==> src/common/dsio_pkg.sv <==
// Constants, codes and state type for the direct-store bus logic
package dsio_pkg;
  // Command codes: type[3:0], inverted burst, size[2:0]
  localparam logic [7:0] CMD_LD_REQ = 8'h40;
  localparam logic [7:0] CMD_LD_IMM = 8'h50;
  localparam logic [7:0] CMD_LD_LAST = 8'h70;
  localparam logic [7:0] CMD_ST_IMM = 8'h10;
  localparam logic [7:0] CMD_ST_LAST = 8'h30;
  localparam logic [7:0] CMD_LD_RPLY = 8'hC0;
  localparam logic [7:0] CMD_ST_RPLY = 8'h80;
  // Transfer limits in bytes
  localparam logic [7:0] MAX_BYTES = 8'h80;
  localparam logic [7:0] BEAT_BYTES = 8'h04;
  // Reply address fields
  localparam int REPLY_ERR_BIT = 4;
  localparam int TAG_W = 4;
  // Register byte offsets
  localparam logic [3:0] OFS_CTRL = 4'h0;
  localparam logic [3:0] OFS_STATUS = 4'h4;
  localparam logic [3:0] OFS_COUNT = 4'h8;
  // Control fields and reset values
  localparam int CTRL_EN_BIT = 0;
  localparam int CTRL_PID_LSB = 4;
  localparam logic CTRL_EN_RST = 1'b1;
  localparam logic [3:0] CTRL_PID_RST = 4'h0;
  // Status fields
  localparam int STAT_BUSY_BIT = 0;
  localparam int STAT_ERR_BIT = 1;
  localparam int STAT_STATE_LSB = 4;
  // Bus responses
  localparam logic [1:0] RESP_OKAY = 2'h0;
  localparam logic [1:0] RESP_DECERR = 2'h3;
  // Sequencer states, Gray coded along the usual path
  typedef enum logic [2:0] {
    ST_IDLE = 3'h0,
    ST_ARB = 3'h1,
    ST_PKT0 = 3'h3,
    ST_PKT1 = 3'h2,
    ST_DATA = 3'h6,
    ST_REPLY = 3'h7,
    ST_FIN = 3'h5,
    ST_MEM = 3'h4
  } state_t;
endpackage : dsio_pkg

==> src/verilog/direct_store_bus_io.sv <==
// Direct-store bus sequencer with AXI4-Lite control registers
`timescale 1ns/1ps
module direct_store_bus_io (
  // Clock, reset, enable
  input wire logic ref_clk_i,
  input wire logic rst_i,
  input wire logic ce_i,
  // Core request
  input wire logic req_valid_i,
  output logic req_ready_o,
  input wire logic req_store_i,
  input wire logic req_io_seg_i,
  input wire logic req_key_i,
  input wire logic [31:0] req_seg_i,
  input wire logic [31:0] req_ea_i,
  input wire logic [7:0] req_count_i,
  input wire logic [31:0] st_data_i,
  output logic st_take_o,
  output logic [31:0] ld_data_o,
  output logic ld_valid_o,
  output logic done_o,
  output logic err_o,
  // Ordinary memory path
  output logic mem_start_o,
  input wire logic mem_done_i,
  // Arbitration
  output logic addr_bus_req_n_o,
  input wire logic addr_grant_n_i,
  output logic data_bus_req_n_o,
  input wire logic data_grant_n_i,
  // Address tenure
  output logic ext_start_strobe_n_o,
  output logic ext_start_strobe_oe_o,
  input wire logic ext_start_strobe_n_i,
  output logic addr_bus_busy_n_o,
  output logic addr_bus_busy_oe_o,
  output logic [31:0] addr_o,
  input wire logic [31:0] addr_i,
  output logic [3:0] xfer_type_lines_o,
  output logic xfer_burst_flag_n_o,
  output logic [2:0] xfer_size_lines_o,
  input wire logic [3:0] xfer_type_lines_i,
  input wire logic xfer_burst_flag_n_i,
  input wire logic [2:0] xfer_size_lines_i,
  input wire logic addr_ack_n_i,
  input wire logic addr_retry_n_i,
  // Data tenure, upper lane only
  output logic [31:0] data_upper_lane_o,
  output logic [3:0] data_parity_lane_o,
  output logic data_oe_o,
  input wire logic [31:0] data_upper_lane_i,
  input wire logic [3:0] data_parity_lane_i,
  input wire logic xfer_ack_n_i,
  // AXI4-Lite slave
  input wire logic [31:0] s_axi_awaddr,
  input wire logic s_axi_awvalid,
  output logic s_axi_awready,
  input wire logic [31:0] s_axi_wdata,
  input wire logic [3:0] s_axi_wstrb,
  input wire logic s_axi_wvalid,
  output logic s_axi_wready,
  output logic [1:0] s_axi_bresp,
  output logic s_axi_bvalid,
  input wire logic s_axi_bready,
  input wire logic [31:0] s_axi_araddr,
  input wire logic s_axi_arvalid,
  output logic s_axi_arready,
  output logic [31:0] s_axi_rdata,
  output logic [1:0] s_axi_rresp,
  output logic s_axi_rvalid,
  input wire logic s_axi_rready
);

  function automatic logic [3:0] lane_parity(input logic [31:0] d);
    lane_parity = {~^d[31:24], ~^d[23:16], ~^d[15:8], ~^d[7:0]};
  endfunction : lane_parity

  function automatic logic [2:0] beat_of(input logic [7:0] rem);
    beat_of = (rem > dsio_pkg::BEAT_BYTES) ? 3'h4 : rem[2:0];
  endfunction : beat_of

  ////////////////////////////////////////////////////////////////////////////
  // Sequencer state
  dsio_pkg::state_t state, next_state;
  logic is_load, next_is_load, key, next_key, req_sent, next_req_sent;
  logic dgr, next_dgr, perr, next_perr, io_op, next_io_op, last_err, next_last_err;
  logic [31:0] seg, next_seg, ea, next_ea;
  logic [7:0] total, next_total, remain, next_remain;
  logic [15:0] ops_count, next_ops_count;
  logic ctrl_en;
  logic [3:0] pid;
  logic next_req_ready, next_st_take, next_ld_valid, next_done, next_err, next_mem_start;
  logic next_abr_n, next_dbr_n, next_xs_n, next_xs_oe, next_abb_n, next_abb_oe, next_doe;
  logic [31:0] next_addr, next_ld_data, next_dout;
  logic [3:0] next_dpar;
  logic [7:0] next_code, cur_cmd, snoop_cmd, exp_reply;
  logic [2:0] beat;
  logic addr_only, reply_hit;

  always_comb begin
    beat = beat_of(remain);
    addr_only = is_load && !req_sent;
    if (addr_only) begin
      cur_cmd = dsio_pkg::CMD_LD_REQ;
    end else if (is_load) begin
      cur_cmd = (remain <= dsio_pkg::BEAT_BYTES) ? dsio_pkg::CMD_LD_LAST : dsio_pkg::CMD_LD_IMM;
    end else begin
      cur_cmd = (remain <= dsio_pkg::BEAT_BYTES) ? dsio_pkg::CMD_ST_LAST : dsio_pkg::CMD_ST_IMM;
    end
    // Burst pin carries the inverted code bit on snoop; on drive it is forced negated
    snoop_cmd = {xfer_type_lines_i, ~xfer_burst_flag_n_i, xfer_size_lines_i};
    exp_reply = is_load ? dsio_pkg::CMD_LD_RPLY : dsio_pkg::CMD_ST_RPLY;
    // Reply is only examined while the incoming strobe is asserted
    reply_hit = !ext_start_strobe_n_i && snoop_cmd == exp_reply && addr_i[3:0] == pid;
  end

  always_comb begin
    next_state = state;
    next_is_load = is_load;
    next_key = key;
    next_req_sent = req_sent;
    next_dgr = dgr;
    next_perr = perr;
    next_io_op = io_op;
    next_last_err = last_err;
    next_seg = seg;
    next_ea = ea;
    next_total = total;
    next_remain = remain;
    next_ops_count = ops_count;
    next_req_ready = req_ready_o;
    next_st_take = 1'b0;
    next_ld_valid = 1'b0;
    next_ld_data = ld_data_o;
    next_done = 1'b0;
    next_err = err_o;
    next_mem_start = 1'b0;
    next_abr_n = addr_bus_req_n_o;
    next_dbr_n = data_bus_req_n_o;
    next_xs_n = 1'b1;
    next_xs_oe = 1'b0;
    next_abb_n = 1'b1;
    next_abb_oe = 1'b0;
    next_addr = addr_o;
    next_code = {xfer_type_lines_o, xfer_burst_flag_n_o, xfer_size_lines_o};
    next_doe = 1'b0;
    next_dout = data_upper_lane_o;
    next_dpar = data_parity_lane_o;
    case (state)
      dsio_pkg::ST_IDLE: begin
        if (req_valid_i && req_ready_o) begin
          next_req_ready = 1'b0;
          next_is_load = !req_store_i;
          next_key = req_key_i;
          next_seg = req_seg_i;
          next_ea = req_ea_i;
          next_total = req_count_i;
          next_remain = req_count_i;
          next_req_sent = 1'b0;
          next_perr = 1'b0;
          next_io_op = req_io_seg_i;
          if (!req_io_seg_i) begin
            next_mem_start = 1'b1;
            next_state = dsio_pkg::ST_MEM;
          end else if (!ctrl_en || req_count_i == 8'h00 || req_count_i > dsio_pkg::MAX_BYTES) begin
            next_err = 1'b1;
            next_state = dsio_pkg::ST_FIN;
          end else begin
            next_abr_n = 1'b0;
            next_state = dsio_pkg::ST_ARB;
          end
        end
      end
      dsio_pkg::ST_ARB: begin
        if (!addr_grant_n_i) begin
          next_abr_n = 1'b1;
          next_xs_n = 1'b0;
          next_xs_oe = 1'b1;
          next_abb_n = 1'b0;
          next_abb_oe = 1'b1;
          next_addr = {2'b00, key, seg[28:4], pid};
          next_code = cur_cmd;
          next_state = dsio_pkg::ST_PKT0;
        end
      end
      dsio_pkg::ST_PKT0: begin
        next_xs_oe = 1'b1;
        next_abb_n = 1'b0;
        next_abb_oe = 1'b1;
        next_addr = {seg[3:0], ea[27:0]};
        next_code = addr_only ? total : {5'h00, beat};
        next_state = dsio_pkg::ST_PKT1;
      end
      dsio_pkg::ST_PKT1: begin
        next_xs_oe = 1'b1;
        next_abb_n = 1'b0;
        next_abb_oe = 1'b1;
        if (!addr_ack_n_i) begin
          // Strobe and busy float together when the tenure ends
          next_xs_oe = 1'b0;
          next_abb_n = 1'b1;
          next_abb_oe = 1'b0;
          if (!addr_retry_n_i) begin
            next_abr_n = 1'b0;
            next_state = dsio_pkg::ST_ARB;
          end else if (addr_only) begin
            next_req_sent = 1'b1;
            next_abr_n = 1'b0;
            next_state = dsio_pkg::ST_ARB;
          end else begin
            next_dbr_n = 1'b0;
            next_dgr = 1'b0;
            next_state = dsio_pkg::ST_DATA;
          end
        end
      end
      dsio_pkg::ST_DATA: begin
        next_doe = data_oe_o;
        if (!dgr && !data_grant_n_i) begin
          next_dgr = 1'b1;
          next_dbr_n = 1'b1;
          next_doe = !is_load;
          next_dout = st_data_i;
          next_dpar = lane_parity(st_data_i);
        end else if (dgr && !xfer_ack_n_i) begin
          // Single beat then release: no burst is ever issued
          next_doe = 1'b0;
          next_remain = remain - {5'h00, beat};
          next_ea = ea + {29'h0, beat};
          if (is_load) begin
            next_ld_data = data_upper_lane_i;
            next_ld_valid = 1'b1;
            next_perr = perr | (lane_parity(data_upper_lane_i) != data_parity_lane_i);
          end else begin
            next_st_take = 1'b1;
          end
          if (remain <= dsio_pkg::BEAT_BYTES) begin
            next_state = dsio_pkg::ST_REPLY;
          end else begin
            next_abr_n = 1'b0;
            next_state = dsio_pkg::ST_ARB;
          end
        end
      end
      dsio_pkg::ST_REPLY: begin
        if (reply_hit) begin
          next_err = addr_i[dsio_pkg::REPLY_ERR_BIT] | perr;
          next_state = dsio_pkg::ST_FIN;
        end
      end
      dsio_pkg::ST_FIN: begin
        // Loaded words stay uncommitted by the core unless err_o is low here
        next_done = 1'b1;
        next_last_err = err_o;
        next_ops_count = ops_count + 16'h0001;
        next_req_ready = 1'b1;
        next_state = dsio_pkg::ST_IDLE;
      end
      dsio_pkg::ST_MEM: begin
        if (mem_done_i) begin
          next_err = 1'b0;
          next_state = dsio_pkg::ST_FIN;
        end
      end
      default: begin
        next_state = dsio_pkg::ST_IDLE;
      end
    endcase
    // Every path into ST_FIN sets err_o, so it stays valid with done_o
  end

  always_ff @(posedge ref_clk_i) begin
    if (rst_i) begin
      state <= dsio_pkg::ST_IDLE;
      {is_load, key, req_sent, dgr, perr, io_op, last_err} <= 7'h00;
      {seg, ea} <= 64'h0;
      {total, remain} <= 16'h0;
      ops_count <= 16'h0;
      {req_ready_o, st_take_o, ld_valid_o, done_o, err_o, mem_start_o} <= 6'h20;
      ld_data_o <= 32'h0;
      {addr_bus_req_n_o, data_bus_req_n_o, ext_start_strobe_n_o, addr_bus_busy_n_o} <= 4'hF;
      {ext_start_strobe_oe_o, addr_bus_busy_oe_o, data_oe_o} <= 3'h0;
      addr_o <= 32'h0;
      {xfer_type_lines_o, xfer_burst_flag_n_o, xfer_size_lines_o} <= 8'h08;
      data_upper_lane_o <= 32'h0;
      data_parity_lane_o <= 4'h0;
    end else if (ce_i) begin
      state <= next_state;
      {is_load, key, req_sent, dgr, perr, io_op, last_err} <=
        {next_is_load, next_key, next_req_sent, next_dgr, next_perr, next_io_op, next_last_err};
      {seg, ea} <= {next_seg, next_ea};
      {total, remain} <= {next_total, next_remain};
      ops_count <= next_ops_count;
      {req_ready_o, st_take_o, ld_valid_o, done_o, err_o, mem_start_o} <=
        {next_req_ready, next_st_take, next_ld_valid, next_done, next_err, next_mem_start};
      ld_data_o <= next_ld_data;
      {addr_bus_req_n_o, data_bus_req_n_o, ext_start_strobe_n_o, addr_bus_busy_n_o} <=
        {next_abr_n, next_dbr_n, next_xs_n, next_abb_n};
      {ext_start_strobe_oe_o, addr_bus_busy_oe_o, data_oe_o} <= {next_xs_oe, next_abb_oe, next_doe};
      addr_o <= next_addr;
      // Burst pin is forced negated for every command
      {xfer_type_lines_o, xfer_burst_flag_n_o, xfer_size_lines_o} <= {next_code[7:4], 1'b1, next_code[2:0]};
      data_upper_lane_o <= next_dout;
      data_parity_lane_o <= next_dpar;
    end
  end

  ////////////////////////////////////////////////////////////////////////////
  // AXI4-Lite register slave
  logic next_ctrl_en, next_awready, next_wready, next_bvalid, next_arready, next_rvalid;
  logic [3:0] next_pid;
  logic [1:0] next_bresp, next_rresp;
  logic [31:0] next_rdata;

  always_comb begin
    next_ctrl_en = ctrl_en;
    next_pid = pid;
    next_awready = 1'b0;
    next_wready = 1'b0;
    next_bvalid = s_axi_bvalid && !s_axi_bready;
    next_bresp = s_axi_bresp;
    next_arready = 1'b0;
    next_rvalid = s_axi_rvalid && !s_axi_rready;
    next_rresp = s_axi_rresp;
    next_rdata = s_axi_rdata;
    // Write taken only with both channels present and no response pending
    if (s_axi_awvalid && s_axi_wvalid && !s_axi_awready && !s_axi_bvalid) begin
      next_awready = 1'b1;
      next_wready = 1'b1;
      next_bvalid = 1'b1;
      next_bresp = dsio_pkg::RESP_OKAY;
      if (s_axi_awaddr[3:0] == dsio_pkg::OFS_CTRL && s_axi_awaddr[31:4] == 28'h0) begin
        if (s_axi_wstrb[0]) begin
          next_ctrl_en = s_axi_wdata[dsio_pkg::CTRL_EN_BIT];
          next_pid = s_axi_wdata[dsio_pkg::CTRL_PID_LSB +: 4];
        end
      end else if (!(s_axi_awaddr[3:0] == dsio_pkg::OFS_STATUS || s_axi_awaddr[3:0] == dsio_pkg::OFS_COUNT)
                   || s_axi_awaddr[31:4] != 28'h0) begin
        next_bresp = dsio_pkg::RESP_DECERR;
      end
    end
    if (s_axi_arvalid && !s_axi_arready && !s_axi_rvalid) begin
      next_arready = 1'b1;
      next_rvalid = 1'b1;
      next_rresp = dsio_pkg::RESP_OKAY;
      next_rdata = 32'h0;
      if (s_axi_araddr[31:4] != 28'h0) begin
        next_rresp = dsio_pkg::RESP_DECERR;
      end else if (s_axi_araddr[3:0] == dsio_pkg::OFS_CTRL) begin
        next_rdata[dsio_pkg::CTRL_EN_BIT] = ctrl_en;
        next_rdata[dsio_pkg::CTRL_PID_LSB +: 4] = pid;
      end else if (s_axi_araddr[3:0] == dsio_pkg::OFS_STATUS) begin
        next_rdata[dsio_pkg::STAT_BUSY_BIT] = !req_ready_o;
        next_rdata[dsio_pkg::STAT_ERR_BIT] = last_err;
        next_rdata[dsio_pkg::STAT_STATE_LSB +: 3] = state;
      end else if (s_axi_araddr[3:0] == dsio_pkg::OFS_COUNT) begin
        next_rdata[15:0] = ops_count;
      end else begin
        next_rresp = dsio_pkg::RESP_DECERR;
      end
    end
  end

  always_ff @(posedge ref_clk_i) begin
    if (rst_i) begin
      ctrl_en <= dsio_pkg::CTRL_EN_RST;
      pid <= dsio_pkg::CTRL_PID_RST;
      {s_axi_awready, s_axi_wready, s_axi_bvalid, s_axi_arready, s_axi_rvalid} <= 5'h00;
      {s_axi_bresp, s_axi_rresp} <= 4'h0;
      s_axi_rdata <= 32'h0;
    end else if (ce_i) begin
      ctrl_en <= next_ctrl_en;
      pid <= next_pid;
      {s_axi_awready, s_axi_wready, s_axi_bvalid, s_axi_arready, s_axi_rvalid} <=
        {next_awready, next_wready, next_bvalid, next_arready, next_rvalid};
      {s_axi_bresp, s_axi_rresp} <= {next_bresp, next_rresp};
      s_axi_rdata <= next_rdata;
    end
  end
endmodule : direct_store_bus_io
==> config.mk <==
export PLATFORM = sky130hd
export DESIGN_NAME = direct_store_bus_io
export DESIGN_NICKNAME = d
export VERILOG_FILES = /design/src/common/dsio_pkg.sv /design/src/verilog/direct_store_bus_io.sv
export SDC_FILE = /design/constraint.sdc
export NUM_CORES = 1
export LEC_CHECK = 0
export ABC_AREA = 0
export BUFFER_PORTS_ARGS = -buffer_cell sky130_fd_sc_hd__buf_2
export CORE_AREA = 5 5 175 177
export DETAILED_ROUTE_END_ITERATION = 10
export DIE_AREA = 0 0 180 182
export MAX_ROUTING_LAYER = met4
export PLACE_DENSITY = 0.78
export SYNTH_ARGS = -nofsm -noshare
export SYNTH_HDL_FRONTEND = slang
export SYNTH_SLANG_ARGS = --single-unit
export TNS_END_PERCENT = 50
==> constraint.sdc <==
create_clock -name ref_clk_i -period 5 [get_ports ref_clk_i]
set_clock_uncertainty 0.2 [all_clocks]
set_input_delay 0.5 -clock ref_clk_i [delete_from_list [all_inputs] [get_ports ref_clk_i]]
set_output_delay 0.5 -clock ref_clk_i [all_outputs]
set_load 0.005 [all_outputs]
==> metrics list, run 1 <==
* Total GRT Usage: 23.0%
- At the later pin of the worst-skew pair, clock insertion delay measures about 0.54 ns.
- Yosys printed 0 warnings.
- Max Fanout on Critical Path: 9
- 461 I/O pins were placed.
- Horizontal die dimension: roughly 180 um
* Worst setup SP type: register
- F_max: 263 MHz
* Setup repair after global routing missed its margin: no
- Counting along the longest clock path gives a buffer depth of 3.
* Cell type group with the largest total delay on the critical path: simple AND/OR/NAND/NOR gates
- The tool flagged a number of max-cap violations equal to 0.
- Overall power consumption after layout is estimated at roughly 5400 uW.
- Root cell of the clock tree: sky130_fd_sc_hd__clkbuf_16
* Fraction of layout cells with a size suffix above 1: between 20% and 30%
- Iter 0 DRT Violations: slightly below 900
- Final Max Slew Viols: 0
* Cell types occupying the most area after synthesis: sky130_fd_sc_hd__dfxtp_1, sky130_fd_sc_hd__nand2_1, sky130_fd_sc_hd__a21oi_1
* Delay of the slowest critical-path stage: about 0.55 ns
- In this run the number of H-tree levels came out at 1.
* Avg Inst Size Synth: ~8.0 um^2
- Register area share after synthesis: 42.7%
- Area of the mapped netlist: 11,400 um^2
* Post-Synthesis Cells: ~1,400
* Outcome: complete, no violations
- DRC Markers: 0
* Total leakage power: between 0.006 and 0.007 uW
* Slew HR: approximately 22%
- Clock sinks: 243
* Post-synth top area share: about 43%
- The detail route stage leaves a number of antenna-violating nets equal to 0.
* Met3 track demand over resource: under 10%
- Distinct cell type count after synthesis: 77
- Global routing used between 30% and 40% of the available met2 tracks.
- CP max-delay cell: sky130_fd_sc_hd__or4_1
- The hold violation total from the final report came to 0.
* Largest area contributor in the netlist: sky130_fd_sc_hd__dfxtp_1
- Pwr/cell area: around 360 nW/um^2
- Setup tns final: 0 ns
* Peak-usage layer in the global routing report: met2
- Setup CP Type: reg2reg
* Initial DRT Pass Iterations: 6
* PostCTS Resize Cnt: 0
* Total routed wirelength: approximately 40 mm
- Counting flops and latches in the post-synthesis netlist gives 243.
- CP required: 5.23 ns
* Final-stage net count: around 2,100
* Final standard cell utilization of the core: roughly half
* Clock transition at the registers of the reported paths: roughly 0.060 ns
- Buffers inserted during clock tree synthesis total 29.
- After floorplanning, the core was divided into 63 placement rows.
* Met1 GRT Util: 28.9%
- Initial Utilization: between 30% and 40%
* Post-synth EDFFs: 0
* Cell with the most instances after synthesis: sky130_fd_sc_hd__nand2_1
* Post-CTS Setup Repair Bufs: 0
* Number of global-route vias before repair: about 12,000
* Fin crit period: 3.80 ns
* Via count: around 12,000
* Wire length of the first global-routing pass: slightly above 60 mm
- The commonest cells after synthesis are sky130_fd_sc_hd__nand2_1, sky130_fd_sc_hd__dfxtp_1, sky130_fd_sc_hd__a21oi_1, sky130_fd_sc_hd__nor2_1, sky130_fd_sc_hd__clkbuf_1.
* Number of hold buffers added after CTS: 58
* TritonCTS clock tree: done
- Buf+Inv Stages, Crit Path: 1
* Post-route fraction of the period consumed by the critical path: 75.9%
- Congestion Overflow GR: 0
* Die area: 32,800 um^2
- The region available for standard cell placement spans roughly 29,000 um^2.
- Die Y: between 150 and 200 um
- VDD sags by at most 0.253 mV.
- Using the TritonRoute via totals, the vias-per-cell ratio works out to about 5.4.
- Post-synthesis to final-layout area growth: 32.0%
- Routability cong.: ~0.9
- The number of antenna violations at the first check in global routing was 5.
- Synth Flop Type: sky130_fd_sc_hd__dfxtp_1
- Worst min-delay path class: in2reg
- Port Buffer Count: 379
* FFs w/ async S/R, synth: 0%
* Ordered list of cells on the worst path: or4_1 -> nor3_1 -> and2_1 -> ha_1 -> inv_1 -> fa_1 -> nor2b_1 -> o211ai_1 -> or3_1 -> a21o_1 -> a32o_1
- Slew at the pin closest to its max-slew limit: around 1.2 ns
* Sum of net half-perimeters after detailed placement: around 28 mm
* Count of endpoints failing setup in the final report: 0
- Across all hold checks on the routed design, the worst slack comes to between 0.015 and 0.02 ns.
- In the final routed layout, each cell accounts on average for between 15 and 20 um.
* Arrival @ worst endpoint: 4.02 ns
- Worst Setup End Kind: register
* Largest net degree at the start of global routing: 87
-- metal layers --
metal | part of all wire [%] | vias up
met4 | 3.4 | 0
met1 | 43 | 5627
met3 | 7.1 | 82
met5 | 0 | -
met2 | 47 | 488
li1 | - | 5732
-- kinds of logic (layout without fill, tap and decap cells) --
kind of cell | after synthesis | after routing | synth area share [%]
other cells | 2 | 26 | 0.0659
buf+inv | 134 | 522 | 5.45
simple gates | 606 | 606 | 24.5
mux | 29 | 29 | 2.56
flops | 243 | 243 | 42.7
compound gates | 324 | 324 | 17.8
fa+ha+maj | 6 | 6 | 0.725
xor+xnor | 74 | 74 | 6.17
-- tightest hold or removal path, cell delays in order --
cell and delay (ns):
sky130_fd_sc_hd__buf_2 0.10, sky130_fd_sc_hd__nand2_1 0.06, sky130_fd_sc_hd__a21oi_1 0.05
-- report_power, final --
part	total (uW)	internal, uW	switching, uW
Combinational	931	401	530
Sequential	2190	2050	138
Clock	2240	1370	864
-- area by class of cell --
| type | count | area [um^2] |
|---|---|---|
| Timing Repair Buffer | 451 | 2590 |
| Tap cell | 390 | 488 |
| Antenna cell | 8 | 20.0 |
| Clock buffer | 37 | 826 |
| Fill cell | 2691 | 14000 |
| Inverter | 18 | 67.6 |
| Clock inverter | 16 | 198 |
| Sequential cell | 243 | 4860 |
| Multi-Input combinational cell | 1057 | 5990 |
-- through the flow --
stage	setup WS, ns	std cells	cell area (um^2)
6_report	1.20	2220	15000
5_1_grt	1.06	2217	15000
4_1_cts	1.26	2212	15000
3_5_place_dp	1.30	2101	13400
3_3_place_gp	1.34	2101	13400
2_1_floorplan	1.44	1434	11500
-- worst paths after layout --
check	cells after the start	slack, ns	to	startpoint
min reg2reg	2	0.25	xfer_size_lines_o[0]	xfer_size_lines_o[0]
max reg2reg	11	1.20	ea[22]	remain[4]
max	11	1.20	ea[22]	remain[4]
min	3	0.02	seg[6]	req_seg_i[6]
-- state kept, by name (all words and copies together), names as in the netlist, 3 cells and up --
name                cells
xfer_type_lines_o       4
xfer_size_lines_o       3
state                   3
total                   7
ops_count              16
data_parity_lane_o      4
ea                     28
pid                     4
s_axi_rdata            16
seg                    29
data_upper_lane_o      32
addr_o                 32
ld_data_o              32
remain                  8
-- cells in the final DEF, fill, tap and decap left out, types with 5 or more instances in the layout --
| cell type | instances |
|---|---|
| sky130_fd_sc_hd__a211oi_1 | 28 |
| sky130_fd_sc_hd__a21oi_1 | 151 |
| sky130_fd_sc_hd__a221oi_1 | 5 |
| sky130_fd_sc_hd__a22oi_1 | 24 |
| sky130_fd_sc_hd__a311oi_1 | 19 |
| sky130_fd_sc_hd__a31oi_1 | 11 |
| sky130_fd_sc_hd__a32o_1 | 5 |
| sky130_fd_sc_hd__and2_1 | 8 |
| sky130_fd_sc_hd__and3_1 | 8 |
| sky130_fd_sc_hd__buf_2 | 378 |
| sky130_fd_sc_hd__buf_4 | 14 |
| sky130_fd_sc_hd__clkbuf_16 | 29 |
| sky130_fd_sc_hd__clkbuf_8 | 7 |
| sky130_fd_sc_hd__clkinv_2 | 6 |
| sky130_fd_sc_hd__conb_1 | 18 |
| sky130_fd_sc_hd__dfxtp_1 | 243 |
| sky130_fd_sc_hd__diode_2 | 8 |
| sky130_fd_sc_hd__dlygate4sd3_1 | 58 |
| sky130_fd_sc_hd__ha_1 | 5 |
| sky130_fd_sc_hd__inv_1 | 16 |
| sky130_fd_sc_hd__mux2i_1 | 28 |
| sky130_fd_sc_hd__nand2_1 | 283 |
| sky130_fd_sc_hd__nand2b_1 | 7 |
| sky130_fd_sc_hd__nand3_1 | 37 |
| sky130_fd_sc_hd__nand3b_1 | 8 |
| sky130_fd_sc_hd__nand4_1 | 19 |
| sky130_fd_sc_hd__nor2_1 | 121 |
| sky130_fd_sc_hd__nor2b_1 | 10 |
| sky130_fd_sc_hd__nor3_1 | 28 |
| sky130_fd_sc_hd__nor4_1 | 33 |
| sky130_fd_sc_hd__o211ai_1 | 8 |
| sky130_fd_sc_hd__o21a_1 | 5 |
| sky130_fd_sc_hd__o21ai_0 | 32 |
| sky130_fd_sc_hd__o31ai_1 | 7 |
| sky130_fd_sc_hd__or3_1 | 8 |
| sky130_fd_sc_hd__or4_1 | 5 |
| sky130_fd_sc_hd__xnor2_1 | 60 |
| sky130_fd_sc_hd__xor2_1 | 10 |
Note: power is estimated with default switching activity, not from simulation.
==> inputs of run 2 (changes only) <==
clock period = 3.6 ns   (was 5 ns; I/O delays follow)
==> metrics list, run 2 (synthesis results as in run 1) <==
- The peak supply drop was 0.347 mV (was 0.253 mV).
- The number of maximum-capacitance violations was 0 (unchanged).
- Outcome: complete, no violations (unchanged)
- Worst-skew pair later-pin latency: 0.54 ns (about the same)
- The TritonCTS clock tree is done (unchanged).
- The post-layout net count is 2,196 (was 2,105).
- Largest registers: addr_o: 32 flops, data_upper_lane_o: 32 flops, ld_data_o: 32 flops (unchanged).
* Mean number of vias per cell: 5.41 (was 5.37)
- The number of cells on the worst reg-to-reg path came to 11 (unchanged).
- The standard cell core area was 29,100 um^2 (unchanged).
- The die area came to 32,800 um^2 (unchanged).
- The max-slew violation count is 0 (unchanged).
- The clock root buffer master was sky130_fd_sc_hd__clkbuf_16 (unchanged).
- Ports placed on the boundary: 461 (unchanged)
* Total GRT Usage: 24.7% (was 23.0%)
- Fin crit period: 3.44 ns (was 3.80 ns)
- Cell row count: 63 (unchanged)
* CP required: 3.83 ns (was 5.23 ns)
- The horizontal die dimension is 180 um (unchanged).
- Max Fanout on Critical Path: 7 (was 9)
* Number of global-route vias before repair: 12,300 (was 11,800)
- The global-route wire length before repair came to 65.7 mm (was 61.4 mm).
- The count of final setup violators is 0 (unchanged).
- Longest Clk Path Bufs: 3 (unchanged)
- The total power draw was 7350 uW (was 5350 uW).
* Avg WL per Cell: 18.0 um (was 17.6 um)
- Total routed wirelength: 41.6 mm (was 39.1 mm)
- Post-synthesis to final-layout area growth: 39.3% (was 32.0%)
- The total overflow reported by the global router was 0 (unchanged).
- Total leakage power: 0.00650 uW (was 0.00611 uW)
- The total iterations of the first detailed-routing run is 8 (was 6).
- Leading cell types in the layout, fill and taps excluded: sky130_fd_sc_hd__buf_2, sky130_fd_sc_hd__nand2_1, sky130_fd_sc_hd__dfxtp_1, sky130_fd_sc_hd__a21oi_1, sky130_fd_sc_hd__dlygate4sd3_1 (was sky130_fd_sc_hd__buf_2, sky130_fd_sc_hd__nand2_1, sky130_fd_sc_hd__dfxtp_1, sky130_fd_sc_hd__a21oi_1, sky130_fd_sc_hd__nor2_1).
- Clock buffer count from CTS: 27 (was 29)
- Final standard cell utilization of the core: 54.6% (was 51.7%)
- The startpoint-to-endpoint class of the critical path was reg2reg (unchanged).
- Largest net degree at the start of global routing: 136 (was 87)
- Post-route fraction of the period consumed by the critical path: 95.5% (was 75.9%)
* Slew HR: 30.6% (was 21.8%)
- Number of antenna violations at the first check in global routing: 2 (was 5)
- Via count: 12,500 (was 11,900)
* Maximum level of the CTS H-tree: 1 (unchanged)
- Routability cong.: 0.892 (was 0.876)
- Worst Setup End Kind: register (unchanged)
- The vertical extent of the die was 182 um (unchanged).
* Final count of hold timing violations: 0 (unchanged)
- The number of clock sinks was 243 (unchanged).
- Worst min-delay path class: in2reg (unchanged)
* Fraction of layout cells with a size suffix above 1: 24.8% (was 25.6%)
* Initial Utilization: 39.2% (unchanged)
* DRC Markers: 0 (unchanged)
- Iter 0 DRT Violations: 995 (was 873)
- Worst setup SP type: register (unchanged)
- The arrival time at the worst endpoint was 3.67 ns (was 4.02 ns).
- The number of instances on the worst hold path came to 4 (was 3).
* F_max: 291 MHz (was 263 MHz)
- The total power per unit cell area is 463 nW/um^2 (was 356 nW/um^2).
- Port Buffer Count: 379 (unchanged)
* Most frequent standard cell in the layout excluding fill and tap cells: sky130_fd_sc_hd__buf_2 (unchanged)
- Clock transition at the registers of the reported paths: 0.06 ns (about the same)
* Number of nets still failing antenna checks after routing: 0 (unchanged)
* Slew at the pin closest to its max-slew limit: 1.04 ns (was 1.17 ns)
- Sum of net half-perimeters after detailed placement: 28.0 mm (was 27.7 mm)
==> run 2: report_power, final <==
part / internal, uW / switching, uW
clock: 1720 / 1170
combinational: 643 / 782
sequential: 2850 / 181
==> run 2: path summary, 6_finish.rpt <==
kind / slack (ns) / startpoint / endpoint
worst max register to register: 0.16 / remain[4] / ea[22]
worst min register to register: 0.25 / data_parity_lane_o[0] / data_parity_lane_o[0]
worst max-delay path: 0.16 / remain[4] / ea[22]
worst min-delay path: 0.03 / addr_ack_n_i / data_bus_req_n_o
==> run 2: area by class of cell <==
type / instances / area, um^2
well taps: 390 / 488
flip-flops and latches: 243 / 4860
clock inverters: 18 / 201
diodes: 2 / 5.00
fillers: 2532 / 13200
clock buffers: 32 / 724
multi-input cells: 1057 / 5990
repair buffers: 544 / 3530
inverters: 18 / 67.6
==> run 2: per-layer routing <==
| metal | vias up | wire (um) | track usage [%] |
|---|---|---|---|
| li1 | 5904 | - | - |
| met1 | 5854 | 17100 | 30.9 |
| met2 | 589 | 19800 | 40.4 |
| met3 | 110 | 3260 | 4.77 |
| met4 | 0 | 1430 | 7.80 |
| met5 | - | 0 | - |
==> run 2: per-stage QoR <==
step           hold WS (ns)  setup WS [ns]  cell area (um^2)  cells  TNS [ns]
3_5_place_dp          0.243          0.196             13500   2111         0
6_report             0.0301          0.161             15900   2304         0
3_3_place_gp          0.236          0.246             13500   2111         0
4_1_cts             0.00400          0.180             15800   2301         0
2_1_floorplan         0.232         0.0423             11500   1434         0
5_1_grt              0.0171        -0.0170             15900   2304   -0.0280
==> run 2: worst max-delay path, cell delays in order (launching register included) <==
cell and delay (ns):
sky130_fd_sc_hd__dfxtp_1 0.36, sky130_fd_sc_hd__or4_1 0.58, sky130_fd_sc_hd__nor3_2 0.20, sky130_fd_sc_hd__and2_1 0.17, sky130_fd_sc_hd__ha_1 0.17, sky130_fd_sc_hd__inv_1 0.05, sky130_fd_sc_hd__fa_1 0.38, sky130_fd_sc_hd__nor2b_2 0.14
sky130_fd_sc_hd__o211ai_1 0.22, sky130_fd_sc_hd__or3_1 0.41, sky130_fd_sc_hd__a21o_1 0.19, sky130_fd_sc_hd__a32o_1 0.24
==> run 2: what timing repair did <==
| item | 4_1_cts | 5_1_grt |
|---|---|---|
| endpoints found under the setup margin | 0 | 6 |
| hold buffers | 140 | 0 |
| endpoints found under the hold margin | 147 | 0 |
| setup buffers | 0 | 1 |
| gates resized for setup | 0 | 3 |
